[config.mk]
export PLATFORM = sky130hd
export DESIGN_NAME = pbl_latch
export DESIGN_NICKNAME = d
export VERILOG_FILES = /design/src/common/pbl_pkg.sv /design/src/hw/pbl_latch.sv /design/src/hw/pbl_sync.sv
export VERILOG_INCLUDE_DIRS = /design/src /design/src/common
export SDC_FILE = /design/constraint.sdc
export NUM_CORES = 1
export LEC_CHECK = 0
export BUFFER_PORTS_ARGS = -buffer_cell sky130_fd_sc_hd__buf_4
export CAP_MARGIN = 10
export CORE_ASPECT_RATIO = 0.75
export CORE_MARGIN = 5
export CORE_UTILIZATION = 31
export CTS_CLUSTER_DIAMETER = 100
export CTS_CLUSTER_SIZE = 28
export DETAILED_ROUTE_END_ITERATION = 10
export PLACE_DENSITY_LB_ADDON = 0.2
export SLEW_MARGIN = 5
export SYNTH_ARGS = -nofsm -noshare
export SYNTH_HDL_FRONTEND = slang
export SYNTH_HIERARCHICAL = 1
export SYNTH_SLANG_ARGS = --single-unit
[constraint.sdc]
create_clock -name clk -period 6.3 [get_ports clk]
set_clock_uncertainty 0.2 [all_clocks]
set_input_delay 0.63 -clock clk [delete_from_list [all_inputs] [get_ports clk]]
set_output_delay 0.63 -clock clk [all_outputs]
set_load 0.005 [all_outputs]
[src/common/pbl_defs.svh]
// Constants for the pushbutton on/off latch: timing figures, cycle counts,
// register offsets and field positions.
// Assumes a 100 MHz core clock; cycle counts derive from that rate.
`ifndef PBL_DEFS_SVH
`define PBL_DEFS_SVH

`define PBL_CLK_MHZ 100
`define PBL_CYC_PER_US `PBL_CLK_MHZ
`define PBL_CYC_PER_MS (`PBL_CLK_MHZ * 1000)
`define PBL_CYC_PER_S (`PBL_CLK_MHZ * 1000000)

`define PBL_GLITCH_US 600
`define PBL_GLITCH_CYC (`PBL_GLITCH_US * `PBL_CYC_PER_US)
`define PBL_DB_SHORT_MS 50
`define PBL_DB_SHORT_CYC (`PBL_DB_SHORT_MS * `PBL_CYC_PER_MS)
`define PBL_DB_LONG_S 2
`define PBL_DB_LONG_CYC (`PBL_DB_LONG_S * `PBL_CYC_PER_S)
`define PBL_SO_SHORT_S 8
`define PBL_SO_SHORT_CYC (`PBL_SO_SHORT_S * `PBL_CYC_PER_S)
`define PBL_SO_LONG_S 16
`define PBL_SO_LONG_CYC (`PBL_SO_LONG_S * `PBL_CYC_PER_S)
`define PBL_PULSE_SHORT_MS 32
`define PBL_PULSE_SHORT_CYC (`PBL_PULSE_SHORT_MS * `PBL_CYC_PER_MS)
`define PBL_PULSE_LONG_MS 128
`define PBL_PULSE_LONG_CYC (`PBL_PULSE_LONG_MS * `PBL_CYC_PER_MS)
`define PBL_LOCK_MULT 2

`define PBL_AW 4
`define PBL_DW 8
`define PBL_REG_STATUS 4'h0
`define PBL_REG_MASK 4'h4
`define PBL_REG_STATE 4'h8
`define PBL_MASK_RST 8'h00

`define PBL_EV_DEB 0
`define PBL_EV_SHUT 1
`define PBL_EV_CLR 2
`define PBL_EV_W 3

`define PBL_ST_LATCH 0
`define PBL_ST_FSM 1
`define PBL_ST_IRQ 3
`define PBL_ST_PIN 4
`define PBL_ST_LOCK 5

`endif

[src/common/pbl_pkg.sv]
// Types for the pushbutton on/off latch.
// Constants live in pbl_defs.svh; this holds the state encoding only.
package pbl_pkg;

   // Gray along idle -> press -> held -> done
   typedef enum logic [1:0] {
      PBL_IDLE = 2'b00,
      PBL_PRESS = 2'b01,
      PBL_HELD = 2'b11,
      PBL_DONE = 2'b10
   } pbl_state_t;

endpackage : pbl_pkg

[src/hw/pbl_latch.sv]
// Pushbutton on/off latch: debounce, power latch, one-shot interrupt pulse,
// clear input with lockout, and a small register port with sticky events.
// Assumes a 100 MHz clk, pins arriving asynchronously, and an outside
// pad that resolves the open-drain pulse pin from its enable.
`timescale 1ns/10ps
`include "pbl_defs.svh"

module pbl_latch #(
   parameter bit DB_SEL = 1'b0,
   parameter bit SO_SEL = 1'b0,
   parameter bit SHUT_OFF = 1'b1,
   parameter logic [31:0] GLITCH_CYC = `PBL_GLITCH_CYC,
   parameter logic [31:0] DB_CYC = DB_SEL ? `PBL_DB_LONG_CYC : `PBL_DB_SHORT_CYC,
   parameter logic [31:0] SO_CYC = SO_SEL ? `PBL_SO_LONG_CYC : `PBL_SO_SHORT_CYC,
   parameter logic [31:0] PULSE_SHORT_CYC = `PBL_PULSE_SHORT_CYC,
   parameter logic [31:0] PULSE_LONG_CYC = `PBL_PULSE_LONG_CYC,
   parameter logic [31:0] LOCK_CYC = `PBL_LOCK_MULT * `PBL_PULSE_SHORT_CYC
) (
   input wire logic clk,
   input wire logic rstn,
   input wire logic pushbutton_n,
   input wire logic clear_n,
   input wire logic irq_pulse_n_i,
   output logic irq_pulse_n_o,
   output logic irq_pulse_n_oe,
   output logic power_latch_out,
   output logic sys_irq,
   input wire logic [`PBL_AW-1:0] reg_addr,
   input wire logic [`PBL_DW-1:0] reg_wdata,
   input wire logic reg_wr,
   input wire logic reg_rd,
   output logic [`PBL_DW-1:0] reg_rdata
);

   // Reset release through two flops
   logic rst_meta_r;
   logic rst_n_r;

   always_ff @(posedge clk or negedge rstn) begin
      if (!rstn) begin
         rst_meta_r <= 1'b0;
         rst_n_r <= 1'b0;
      end else begin
         rst_meta_r <= 1'b1;
         rst_n_r <= rst_meta_r;
      end
   end

   // Pin synchronisers; idle pins read high
   logic [2:0] pin_s;
   logic pb_s;
   logic clr_s;
   logic irq_pin_s;

   pbl_sync #(
      .W(3),
      .RST_VAL(3'h7)
   ) u_sync (
      .clk(clk),
      .rst_n(rst_n_r),
      .d({irq_pulse_n_i, clear_n, pushbutton_n}),
      .q(pin_s)
   );

   assign pb_s = pin_s[0];
   assign clr_s = pin_s[1];
   assign irq_pin_s = pin_s[2];

   // State and counters
   pbl_pkg::pbl_state_t st_r;
   pbl_pkg::pbl_state_t st_nxt;
   logic [31:0] hi_cnt_r;
   logic [31:0] hi_cnt_nxt;
   logic [31:0] cnt_r;
   logic [31:0] cnt_nxt;
   logic [31:0] pul_cnt_r;
   logic [31:0] pul_cnt_nxt;
   logic [31:0] lock_cnt_r;
   logic [31:0] lock_cnt_nxt;
   logic latch_r;
   logic latch_nxt;
   logic irq_oe_r;

   wire rel_hit = pb_s && (hi_cnt_r >= GLITCH_CYC - 32'h1);
   assign hi_cnt_nxt = !pb_s ? 32'h0 :
                       rel_hit ? hi_cnt_r : hi_cnt_r + 32'h1;

   wire deb_hit = (st_r == pbl_pkg::PBL_PRESS) && !rel_hit &&
                  (cnt_r >= DB_CYC - 32'h1);
   wire so_hit = (st_r == pbl_pkg::PBL_HELD) && !rel_hit &&
                 (cnt_r >= SO_CYC - 32'h1);

   // clear honoured only when latched and unlocked
   wire clr_ok = !clr_s && latch_r && (lock_cnt_r == 32'h0);

   // Closure sequencer
   always_comb begin
      st_nxt = st_r;
      unique case (st_r)
         pbl_pkg::PBL_IDLE: begin
            if (!pb_s) begin
               st_nxt = pbl_pkg::PBL_PRESS;
            end
         end
         pbl_pkg::PBL_PRESS: begin
            if (rel_hit) begin
               st_nxt = pbl_pkg::PBL_IDLE;
            end else if (deb_hit) begin
               st_nxt = pbl_pkg::PBL_HELD;
            end
         end
         pbl_pkg::PBL_HELD: begin
            if (rel_hit) begin
               st_nxt = pbl_pkg::PBL_IDLE;
            end else if (so_hit) begin
               st_nxt = pbl_pkg::PBL_DONE;
            end
         end
         pbl_pkg::PBL_DONE: begin
            if (rel_hit) begin
               st_nxt = pbl_pkg::PBL_IDLE;
            end
         end
      endcase
   end

   // closure length counted in clk cycles
   // Saturates in done so a stuck button cannot wrap
   assign cnt_nxt = (st_r == pbl_pkg::PBL_IDLE) ? 32'h0 :
                    (st_r == pbl_pkg::PBL_DONE) ? cnt_r : cnt_r + 32'h1;

   // long pulse at end of shutdown period
   // only these two loads, so no retrigger
   assign pul_cnt_nxt = so_hit ? PULSE_LONG_CYC :
                        deb_hit ? PULSE_SHORT_CYC :
                        (pul_cnt_r != 32'h0) ? pul_cnt_r - 32'h1 : 32'h0;

   // shut-off option clears on long closure
   assign latch_nxt = deb_hit ? 1'b1 :
                      ((so_hit && SHUT_OFF) || clr_ok) ? 1'b0 : latch_r;

   // lockout starts at each rising latch
   assign lock_cnt_nxt = (latch_nxt && !latch_r) ? LOCK_CYC :
                         (lock_cnt_r != 32'h0) ? lock_cnt_r - 32'h1 : 32'h0;

   always_ff @(posedge clk or negedge rst_n_r) begin
      if (!rst_n_r) begin
         st_r <= pbl_pkg::PBL_IDLE;
         hi_cnt_r <= 32'h0;
         cnt_r <= 32'h0;
         pul_cnt_r <= 32'h0;
         lock_cnt_r <= 32'h0;
         latch_r <= 1'b0;
         irq_oe_r <= 1'b0;
      end else begin
         st_r <= st_nxt;
         hi_cnt_r <= hi_cnt_nxt;
         cnt_r <= cnt_nxt;
         pul_cnt_r <= pul_cnt_nxt;
         lock_cnt_r <= lock_cnt_nxt;
         latch_r <= latch_nxt;
         irq_oe_r <= (pul_cnt_nxt != 32'h0);
      end
   end

   assign irq_pulse_n_o = 1'b0;
   assign irq_pulse_n_oe = irq_oe_r;
   // driven both ways from a flop
   assign power_latch_out = latch_r;

   // Register port
   logic [`PBL_EV_W-1:0] sts_r;
   logic [`PBL_EV_W-1:0] sts_nxt;
   logic [`PBL_DW-1:0] mask_r;
   logic [`PBL_DW-1:0] rdata_r;
   logic irq_r;

   wire sel_sts = (reg_addr == `PBL_REG_STATUS);
   wire sel_mask = (reg_addr == `PBL_REG_MASK);
   wire sel_state = (reg_addr == `PBL_REG_STATE);

   wire [`PBL_EV_W-1:0] ev;
   assign ev[`PBL_EV_DEB] = deb_hit;
   assign ev[`PBL_EV_SHUT] = so_hit;
   assign ev[`PBL_EV_CLR] = clr_ok;

   // Set beats a same-cycle write-one clear
   wire [`PBL_EV_W-1:0] w1c = (reg_wr && sel_sts) ?
                              reg_wdata[`PBL_EV_W-1:0] : '0;
   assign sts_nxt = (sts_r & ~w1c) | ev;

   wire [`PBL_DW-1:0] sts_word = {{(`PBL_DW-`PBL_EV_W){1'b0}}, sts_r};

   wire [`PBL_DW-1:0] state_word;
   assign state_word[`PBL_ST_LATCH] = latch_r;
   assign state_word[`PBL_ST_FSM+1:`PBL_ST_FSM] = st_r;
   assign state_word[`PBL_ST_IRQ] = irq_oe_r;
   assign state_word[`PBL_ST_PIN] = irq_pin_s;
   assign state_word[`PBL_ST_LOCK] = (lock_cnt_r != 32'h0);
   assign state_word[`PBL_DW-1:`PBL_ST_LOCK+1] = '0;

   // Unmapped reads return zero
   wire [`PBL_DW-1:0] rd_mux = sel_sts ? sts_word :
                               sel_mask ? mask_r :
                               sel_state ? state_word : '0;

   wire irq_nxt = |(sts_word & mask_r);

   always_ff @(posedge clk or negedge rst_n_r) begin
      if (!rst_n_r) begin
         sts_r <= '0;
         mask_r <= `PBL_MASK_RST;
         rdata_r <= '0;
         irq_r <= 1'b0;
      end else begin
         sts_r <= sts_nxt;
         if (reg_wr && sel_mask) begin
            mask_r <= reg_wdata;
         end
         rdata_r <= reg_rd ? rd_mux : '0;
         irq_r <= irq_nxt;
      end
   end

   assign reg_rdata = rdata_r;
   assign sys_irq = irq_r;
endmodule : pbl_latch

[src/hw/pbl_sync.sv]
// Two-flop synchroniser, one stage pair per bit.
// Assumes inputs are asynchronous levels; reset value set per instance.
`timescale 1ns/10ps

module pbl_sync #(
   parameter int W = 1,
   parameter logic [W-1:0] RST_VAL = '0
) (
   input wire logic clk,
   input wire logic rst_n,
   input wire logic [W-1:0] d,
   output logic [W-1:0] q
);

   genvar i;
   generate
      for (i = 0; i < W; i++) begin : g_bit
         logic meta_r;
         logic sync_r;
         always_ff @(posedge clk or negedge rst_n) begin
            if (!rst_n) begin
               meta_r <= RST_VAL[i];
               sync_r <= RST_VAL[i];
            end else begin
               meta_r <= d[i];
               sync_r <= meta_r;
            end
         end
         assign q[i] = sync_r;
      end
   endgenerate

endmodule : pbl_sync

## After elaboration in Yosys (flattened, before gate mapping)

Cells that the tools add are included.

- Register bits: 160
- Input bits: 19
- Output and inout port bits: 12
- Logic and storage cells: 86

- $add $sub $neg: 4
- Order comparisons: 3
- Equal/unequal tests: 11
- Mux-type cells: 23
- Bitwise operators: 4
- Reductions and logical operators: 22

Operator list:

| cell | number |
|---|---|
| $mux 32 | 9 |
| $reduce_bool 32->1 | 3 |
| $add 32x1->32 const B | 2 |
| $sub 32x1->32 const B | 2 |
| $ge 32x16->1 const B | 1 |
| $ge 32x23->1 const B | 1 |
| $ge 32x30->1 const B | 1 |
| $logic_not 32->1 | 1 |
| $mux 8 | 3 |
| $mux 2 | 6 |
| $logic_and 1x1->1 | 10 |
| $and 3x8->8 | 1 |
| $ne 2x2->1 const B | 4 |
| $pmux 2 s4 | 1 |
| $reduce_or 8->1 | 1 |
| $mux 6 | 1 |
| $ne 3x3->1 const B | 2 |
| $eq 2x2->1 const B | 2 |
| $eq 4x3->1 const B | 1 |
| $eq 4x4->1 const B | 1 |
| $logic_not 4->1 | 1 |
| $reduce_and 4->1 | 1 |
| $and 3x3->3 | 1 |
| $logic_not 1->1 | 3 |
| other kinds (7) | 8 |

## Longest topological paths before layout

Gate-level depths: netlist of the first run.

- Depth in word-level cells: 10
- Depth in mapped cells: 9
- Depth with buffers taken out: 8

## Hierarchy

The synthesis of the first run kept the hierarchy.

By module, submodules not included:

| module | instances | cells an instance | area each (um^2) | sequential area each (um^2) |
|---|---|---|---|---|
| pbl_latch | 1 | 746 | 7552.2 | 3853.7 |
| pbl_sync | 1 | 9 | 180.2 | 157.7 |

## Least setup slack after synthesis of the first run

Ideal clock, no wire load.

- Path kind: reg-to-reg
- From: reg cnt_r[29]
- To: reg pul_cnt_r[5]
- Library setup time: 0.074 ns
- Arrival: 2.315 ns
- Required time: 6.026 ns
- Path slack: 3.712 ns
- Stages on the path, launching flop included: 8
- Path buffers: 1
- Period minus slack after synthesis: 2.588 ns
- Path through: dfrtp_1 or4_1 or4_1 a221o_1 o211ai_4 nand3b_4 buf_6 a21oi_2

- Word-level cells in the longest chain between the ends: 4
- Elaborated cells on any way between the ends: 6
- Those cells by class: 2 x order compare; 2 x mux; 2 x reduce/logical

RTL lines:

| item | line | text |
|---|---|---|
| start: declaration | pbl_latch.sv:74 | `logic [31:0] cnt_r;` |
| start signal: assignment | pbl_latch.sv:158 | `cnt_r <= cnt_nxt;` |
| $ge 32x23->1 | pbl_latch.sv:89 | `(cnt_r >= DB_CYC - 32'h1);` |
| $logic_and 1x1->1 | pbl_latch.sv:88 | `wire deb_hit = (st_r == pbl_pkg::PBL_PRESS) && !rel_hit &&` |
| $mux 32 | pbl_latch.sv:135 | `deb_hit ? PULSE_SHORT_CYC :` |
| $mux 32 (*) | pbl_latch.sv:134 | `assign pul_cnt_nxt = so_hit ? PULSE_LONG_CYC :` |
| net pul_cnt_nxt[5] | pbl_latch.sv:77 | `logic [31:0] pul_cnt_nxt;` |
| end signal: assignment | pbl_latch.sv:159 | `pul_cnt_r <= pul_cnt_nxt;` |
| end: declaration | pbl_latch.sv:76 | `logic [31:0] pul_cnt_r;` |

The timed path passes the listed nets; every way through them passes the cells marked *.
A chain may end at the register's enable or synchronous reset.

## Worst setup path after layout of the first run

- From: reg hi_cnt_r[0]
- To: reg pul_cnt_r[3]

- Word-level cells in the longest chain between the ends: 7
- Elaborated cells on any way between the ends: 9
- Those cells by class: 1 x order compare; 2 x mux; 6 x reduce/logical

RTL lines:

| item | line | text |
|---|---|---|
| start: declaration | pbl_latch.sv:72 | `logic [31:0] hi_cnt_r;` |
| start signal: assignment | pbl_latch.sv:157 | `hi_cnt_r <= hi_cnt_nxt;` |
| $ge 32x16->1 (*) | pbl_latch.sv:84 | `wire rel_hit = pb_s && (hi_cnt_r >= GLITCH_CYC - 32'h1);` |
| $logic_and 1x1->1 (*) | pbl_latch.sv:84 |  |
| $logic_not 1->1 (*) | pbl_latch.sv:88, pbl_latch.sv:90 |  |
| $logic_and 1x1->1 (2 in series) | pbl_latch.sv:88 |  |
| $mux 32 | pbl_latch.sv:135 |  |
| $mux 32 (*) | pbl_latch.sv:134 |  |
| net pul_cnt_nxt[3] | pbl_latch.sv:77 |  |

Marked as above.

==> flow_summary.ini, run 1 <==
[outcome]
status = completed

[final_layout]
multiInputGateArea_um2 = 3540
layout_commonest_cell = dfrtp_1
syn2layout_area_growth_pct = 15.08
filler_cell_count = 2531
seqCellArea_um2 = 4015
final_util = 0.3592
fin_nets = 807
final_cell_mix = dfrtp_1 (153), nand2_1 (70), nor2_1 (66), xnor2_1 (47), nand3_1 (46)
diodes = 0
drive_gt1_frac = 0.1321

[place]
post-place-ws_ns = 3.106
hpwl_um = 11080
gp_congestion = 0.7773
port_buffers = 29

[critical_path]
cpLargestDelayFamily = compound AO/OA/AOI/OAI gates
cp.required_ns = 6.45
max_stage_delay_ns = 0.87
crit_path_top_delay_cell = a2111oi_0
cp.arrival_ns = 3.31
critPathKind = flip-flop to flip-flop
worst-path-buf-inv = 0
r2r_setup_slack_ns = 3.14
critPathMaxFanout = 22
cp-start-kind = flip-flop
setup.worst_path.end_class = flip-flop
crit_chain = ha_1 -> nand4_1 -> a2111oi_0 -> o31ai_1 -> a21boi_1 -> nand3b_4 -> a21oi_1

[die]
boundaryPins = 31
die_area_um2 = 28230
coreArea_um2 = 24770
die_h_um = 146.8
fp.dieW_um = 192.4
initial_utilization = 0.3121
rows = 50

[timing]
fin_tns_setup_ns = 0
max_freq_mhz = 316.4
relSlewSlack = 0.2270
whs_ns = 0.1028
finalHoldViolCount = 0
rsz0062_at_grt = no
drv_slew = 0
setup_viol = 0
finalCritPeriodShare = 0.5017
tightest_slew_ns = 1.149
timing.final.ws_setup_ns = 3.139
period_minus_slack_ns = 3.161

[cts]
clock-root-buffer = clkbuf_16
htreeDepth = 4
cts_buffer_depth = 2
numCtsBuffers = 17
clk_latency_ns = 0.43
path_clk_slew_ns = 0.07
cts_setup_buffers = 0
tritoncts = done
cts_sinks = 160

[global_route]
grt_max_degree = 70
grt_pass1_vias = 5439
grt_remaining_overflow = 0
antenna_found_initial = 0
track_usage = 0.1221
grt_first_pass_wirelength_um = 28190

[route]
wl_per_cell_um = 14.22
drt_iter0_drc = 302
num_vias = 5451
drc = 0
drtAntennaViolNets = 0
via_per_inst = 4.811
routed_wl_um = 16110
dr.pass1.iters = 5

[synthesis]
syn_nets = 780
synthFlopType = dfrtp_1
ys_types = 60
synth_top_cell_area_share = 0.4984
synthesis.area_um2 = 7732
synth_warnings = 6
yosysSeqAreaShare = 0.5188
synth_top_cells_by_area = dfrtp_1 (50%), xnor2_1 (5.3%), nand2_1 (3.4%)
synth-seq-cells = 160
netlist_instances = 755
synthArstFlopShare = 1.000
synth_edf_count = 0
yosys.area.top_type = dfrtp_1
synth_area_per_cell_um2 = 10.24

[job]
drv_cap = 0

[power_and_ir_drop]
power.density_nw_per_um2 = 261.5
peakVddDrop_mv = 0.1969
p_leak_nw = 4.383

[min_path]
min_path_type = input pin to flip-flop
timing repair:
action / CTS / global route
hold buffers: 1 / 0
gates resized for setup: 0 / 0
endpoints found under the setup margin: 0 / 0
hold endpoints to repair: 2 / 0
worst paths after layout:
| path | start | to | cells after the start |
|---|---|---|---|
| max | hi_cnt_r[0] | pul_cnt_r[3] | 7 |
| min | pushbutton_n | u_sync/g_bit[0].meta_r | 1 |
| max reg2reg | hi_cnt_r[0] | pul_cnt_r[3] | 7 |
| min reg2reg | rst_n_r | pul_cnt_r[7] | 0 |
| max in group asynchronous | rst_n_r | hi_cnt_r[29] | 1 |
| min in group asynchronous | rst_n_r | pul_cnt_r[7] | 0 |
cell type report:
type	count	share of cell area
multi-input combinational	559	0.3978
tap	338	0.04753
inverter	12	0.005062
timing repair buffer	32	0.02728
sequential	160	0.4512
clock buffer	17	0.04781
clock inverter	15	0.02334
registers in the layout (all words and copies together) (netlist names), 2 cells and up:
| name | flops |
|---|---|
| pul_cnt_r | 32 |
| u_sync/g_bit.meta_r | 3 |
| sts_r | 3 |
| u_sync/g_bit.sync_r | 3 |
| lock_cnt_r | 32 |
| reg_rdata | 8 |
| mask_r | 8 |
| hi_cnt_r | 32 |
| st_r | 2 |
| cnt_r | 32 |
logic make-up after synthesis:
logic type / count (synthesis) / synth area share
xor gates and xnor gates: 69 / 0.07815
AOI/OAI and AO/OA: 79 / 0.07217
DFF: 160 / 0.5188
and+or+nand+nor: 370 / 0.2526
buffers and inverters: 36 / 0.02346
adders and majority gates: 6 / 0.009708
other: 2 / 0.0009712
muxes: 33 / 0.04418
stage by stage:
stage	total power, mW	area, um^2	std cells
2_1_floorplan	1.196	7732	755
3_3_place_gp	1.238	8255	1100
3_5_place_dp	1.238	8255	1100
4_1_cts	2.371	8899	1133
5_1_grt	2.437	8899	1133
6_report	2.327	8899	1133
cell usage after synthesis (7+ instances only):
library cell	n
dfrtp_1	154
nand2_1	70
nor2_1	66
xnor2_1	47
nand3_1	46
and2_1	33
nor3_1	28
nor4_1	27
mux2i_1	24
xor2_1	22
nor2_2	18
o21ai_0	18
nand4_1	17
clkbuf_1	14
inv_1	12
or4_1	12
a21oi_1	11
nor2b_1	10
or3_1	10
and3_1	9
mux2_2	9
o31ai_1	9
o22ai_1	7
worst register-to-register path, delay by kind of cell (launching register included):
kind            cells  cell delay [ns]
flops               1             0.38
compound gates      4             1.74
simple gates        2             0.56
fa+ha+maj           1             0.21
layer usage:
metal	vias to the layer above	wire, um	global-route usage
met5	-	0	0
met4	0	161	0.03671
met3	11	554	0.03254
met2	62	6403	0.1641
met1	2641	8994	0.1895
li1	2737	-	-
power by group:
part	switching, mW	internal (mW)	total, mW
registers	0.0427	1.07	1.11
logic	0.0547	0.0515	0.106
clock network	0.440	0.669	1.11
total	0.537	1.79	2.33
Power figures use the tool's default switching activity.
==> inputs of run 2 (changes only) <==
clock period = 3.2 ns   (was 6.3 ns; I/O delays follow)
==> run 2 against run 1 <==
  * Worst hold slack lost 0.084 ns
  * Register-to-register slack lost 2.9 ns
  * Count of clock-buffer cells in the layout grew 2
  * First-iteration DRC count grew 5.6%
  * Die area is the same
  * Global-route usage shrank 0.058 points
  * Routed wire length grew 1.4%
==> flow_summary.ini, run 2 (synthesized netlist as in run 1, its figures left out) <==
[outcome]
status = completed

[timing]
finalCritPeriodShare = 0.9365
period_minus_slack_ns = 2.997
drv_slew = 0
fin_tns_setup_ns = 0
rsz0062_at_grt = no
tightest_slew_ns = 0.8820
relSlewSlack = 0.4075
finalHoldViolCount = 0
setup_viol = 0
max_freq_mhz = 333.7

[cts]
path_clk_slew_ns = 0.06
tritoncts = done
numCtsBuffers = 17
htreeDepth = 4
clock-root-buffer = clkbuf_16
post_cts_resized = 0
clk_latency_ns = 0.42
cts_sinks = 160
cts_buffer_depth = 2

[critical_path]
crit_path_top_delay_cell = or4_1
worst-path-buf-inv = 0
r2r_cells = 6
r2r_setup_slack_ns = 0.20
crit_cells = 6
max_stage_delay_ns = 0.52
cp.arrival_ns = 3.13
setup.worst_path.end_class = flip-flop
critPathMaxFanout = 22
cp-start-kind = flip-flop
cpMostUsedCell = or4_1
r2r_start = cnt_r[29]
cp.required_ns = 3.33
crit_chain = or4_1 -> or4_1 -> a221o_1 -> o211ai_4 -> nand3b_4 -> a21oi_1
rr_endpoint = pul_cnt_r[3]
critPathKind = flip-flop to flip-flop
cpLargestDelayFamily = simple AND/OR/NAND/NOR gates

[route]
num_vias = 5489
drt_iter0_drc = 319
routed_wl_um = 16340
wl_met2_um = 6262
dr.pass1.iters = 4
highest-signal-layer = met4
wl_met1_um = 9268
drtAntennaViolNets = 0
wl_met3_um = 648
drc = 0
wl_per_cell_um = 14.00
via_per_inst = 4.704

[final_layout]
final_cell_mix = dfrtp_1 (153), nand2_1 (70), nor2_1 (66), buf_4 (51), xnor2_1 (47)
diodes = 0
layout_commonest_cell = dfrtp_1
drive_gt1_frac = 0.1532
final_util = 0.3701
filler_cell_count = 2492
multiInputGateArea_um2 = 3540
syn2layout_area_growth_pct = 18.56
fin_nets = 841
seqCellArea_um2 = 4015

[die]
fp.dieW_um = 192.4
initial_utilization = 0.3121
boundaryPins = 31
die_h_um = 146.8
die_area_um2 = 28230
rows = 50
coreArea_um2 = 24770

[power_and_ir_drop]
peakVddDrop_mv = 0.3878
power.density_nw_per_um2 = 483.4
p_leak_nw = 4.538

[job]
drv_cap = 0

[global_route]
grt_first_pass_wirelength_um = 27990
antenna_found_initial = 0
track_usage = 0.1215
grt_remaining_overflow = 0
grt_pass1_vias = 5340
grt_max_degree = 89

[place]
hpwl_um = 11070
gp_congestion = 0.7703
port_buffers = 29

[min_path]
min_path_type = input pin to asynchronous set/reset pin
## run 2: area by class of cell
class / count / share of cell area
multi-input cells: 559 / 0.3861
inverters: 12 / 0.004913
clock buffers: 19 / 0.04831
clock inverters: 13 / 0.01515
well taps: 338 / 0.04613
flip-flops and latches: 160 / 0.4380
repair buffers: 66 / 0.06142
## run 2: worst register-to-register path, delay by kind of cell, from the launching register on
family | cells | cell delay [ns]
flip-flops | 1 | 0.43
AO/OA/AOI/OAI | 3 | 0.93
AND/OR/NAND/NOR | 3 | 1.35
## run 2: layer usage
layer  vias to the layer above  global-route usage
met5                         -                   0
met4                         0             0.03314
met3                         9             0.03183
met2                        72              0.1539
met1                      2617              0.1984
li1                       2791                   -
## run 2: how the worst max path moves through the flow
stage | slack (ns) | to | from
floorplan | 0.36 | cnt_r[0] | rst_n_r
global placement | 0.27 | pul_cnt_r[3] | cnt_r[29]
detailed placement | 0.19 | pul_cnt_r[3] | cnt_r[29]
CTS | 0.18 | pul_cnt_r[3] | cnt_r[29]
global route | 0.02 | pul_cnt_r[3] | cnt_r[29]
finish | 0.20 | pul_cnt_r[3] | cnt_r[29]
## run 2: repair_timing
item,CTS,global route
endpoints found under the hold margin,14,0
hold buffers,12,0
setup buffers,0,0
## run 2: metrics by stage
step,cell area [um^2],hold WS [ns],std cells,power [mW],setup WS (ns)
after floorplan,7734,-0.1756,755,2.355,0.3568
after CTS,9168,0.001928,1167,4.499,0.1824
after global routing,9168,0.008882,1167,4.627,0.01989
after global placement,8466,-0.09536,1123,2.442,0.2680
final,9168,0.01881,1167,4.431,0.2032
after detailed placement,8466,-0.09530,1123,2.443,0.1935
## run 2: where the power goes
| part | internal, mW | leakage (nW) | switching, mW |
|---|---|---|---|
| clock network | 1.17 | 0.283 | 0.845 |
| registers | 2.11 | 2.17 | 0.0710 |
| logic | 0.115 | 2.08 | 0.124 |
| total | 3.39 | 4.54 | 1.04 |
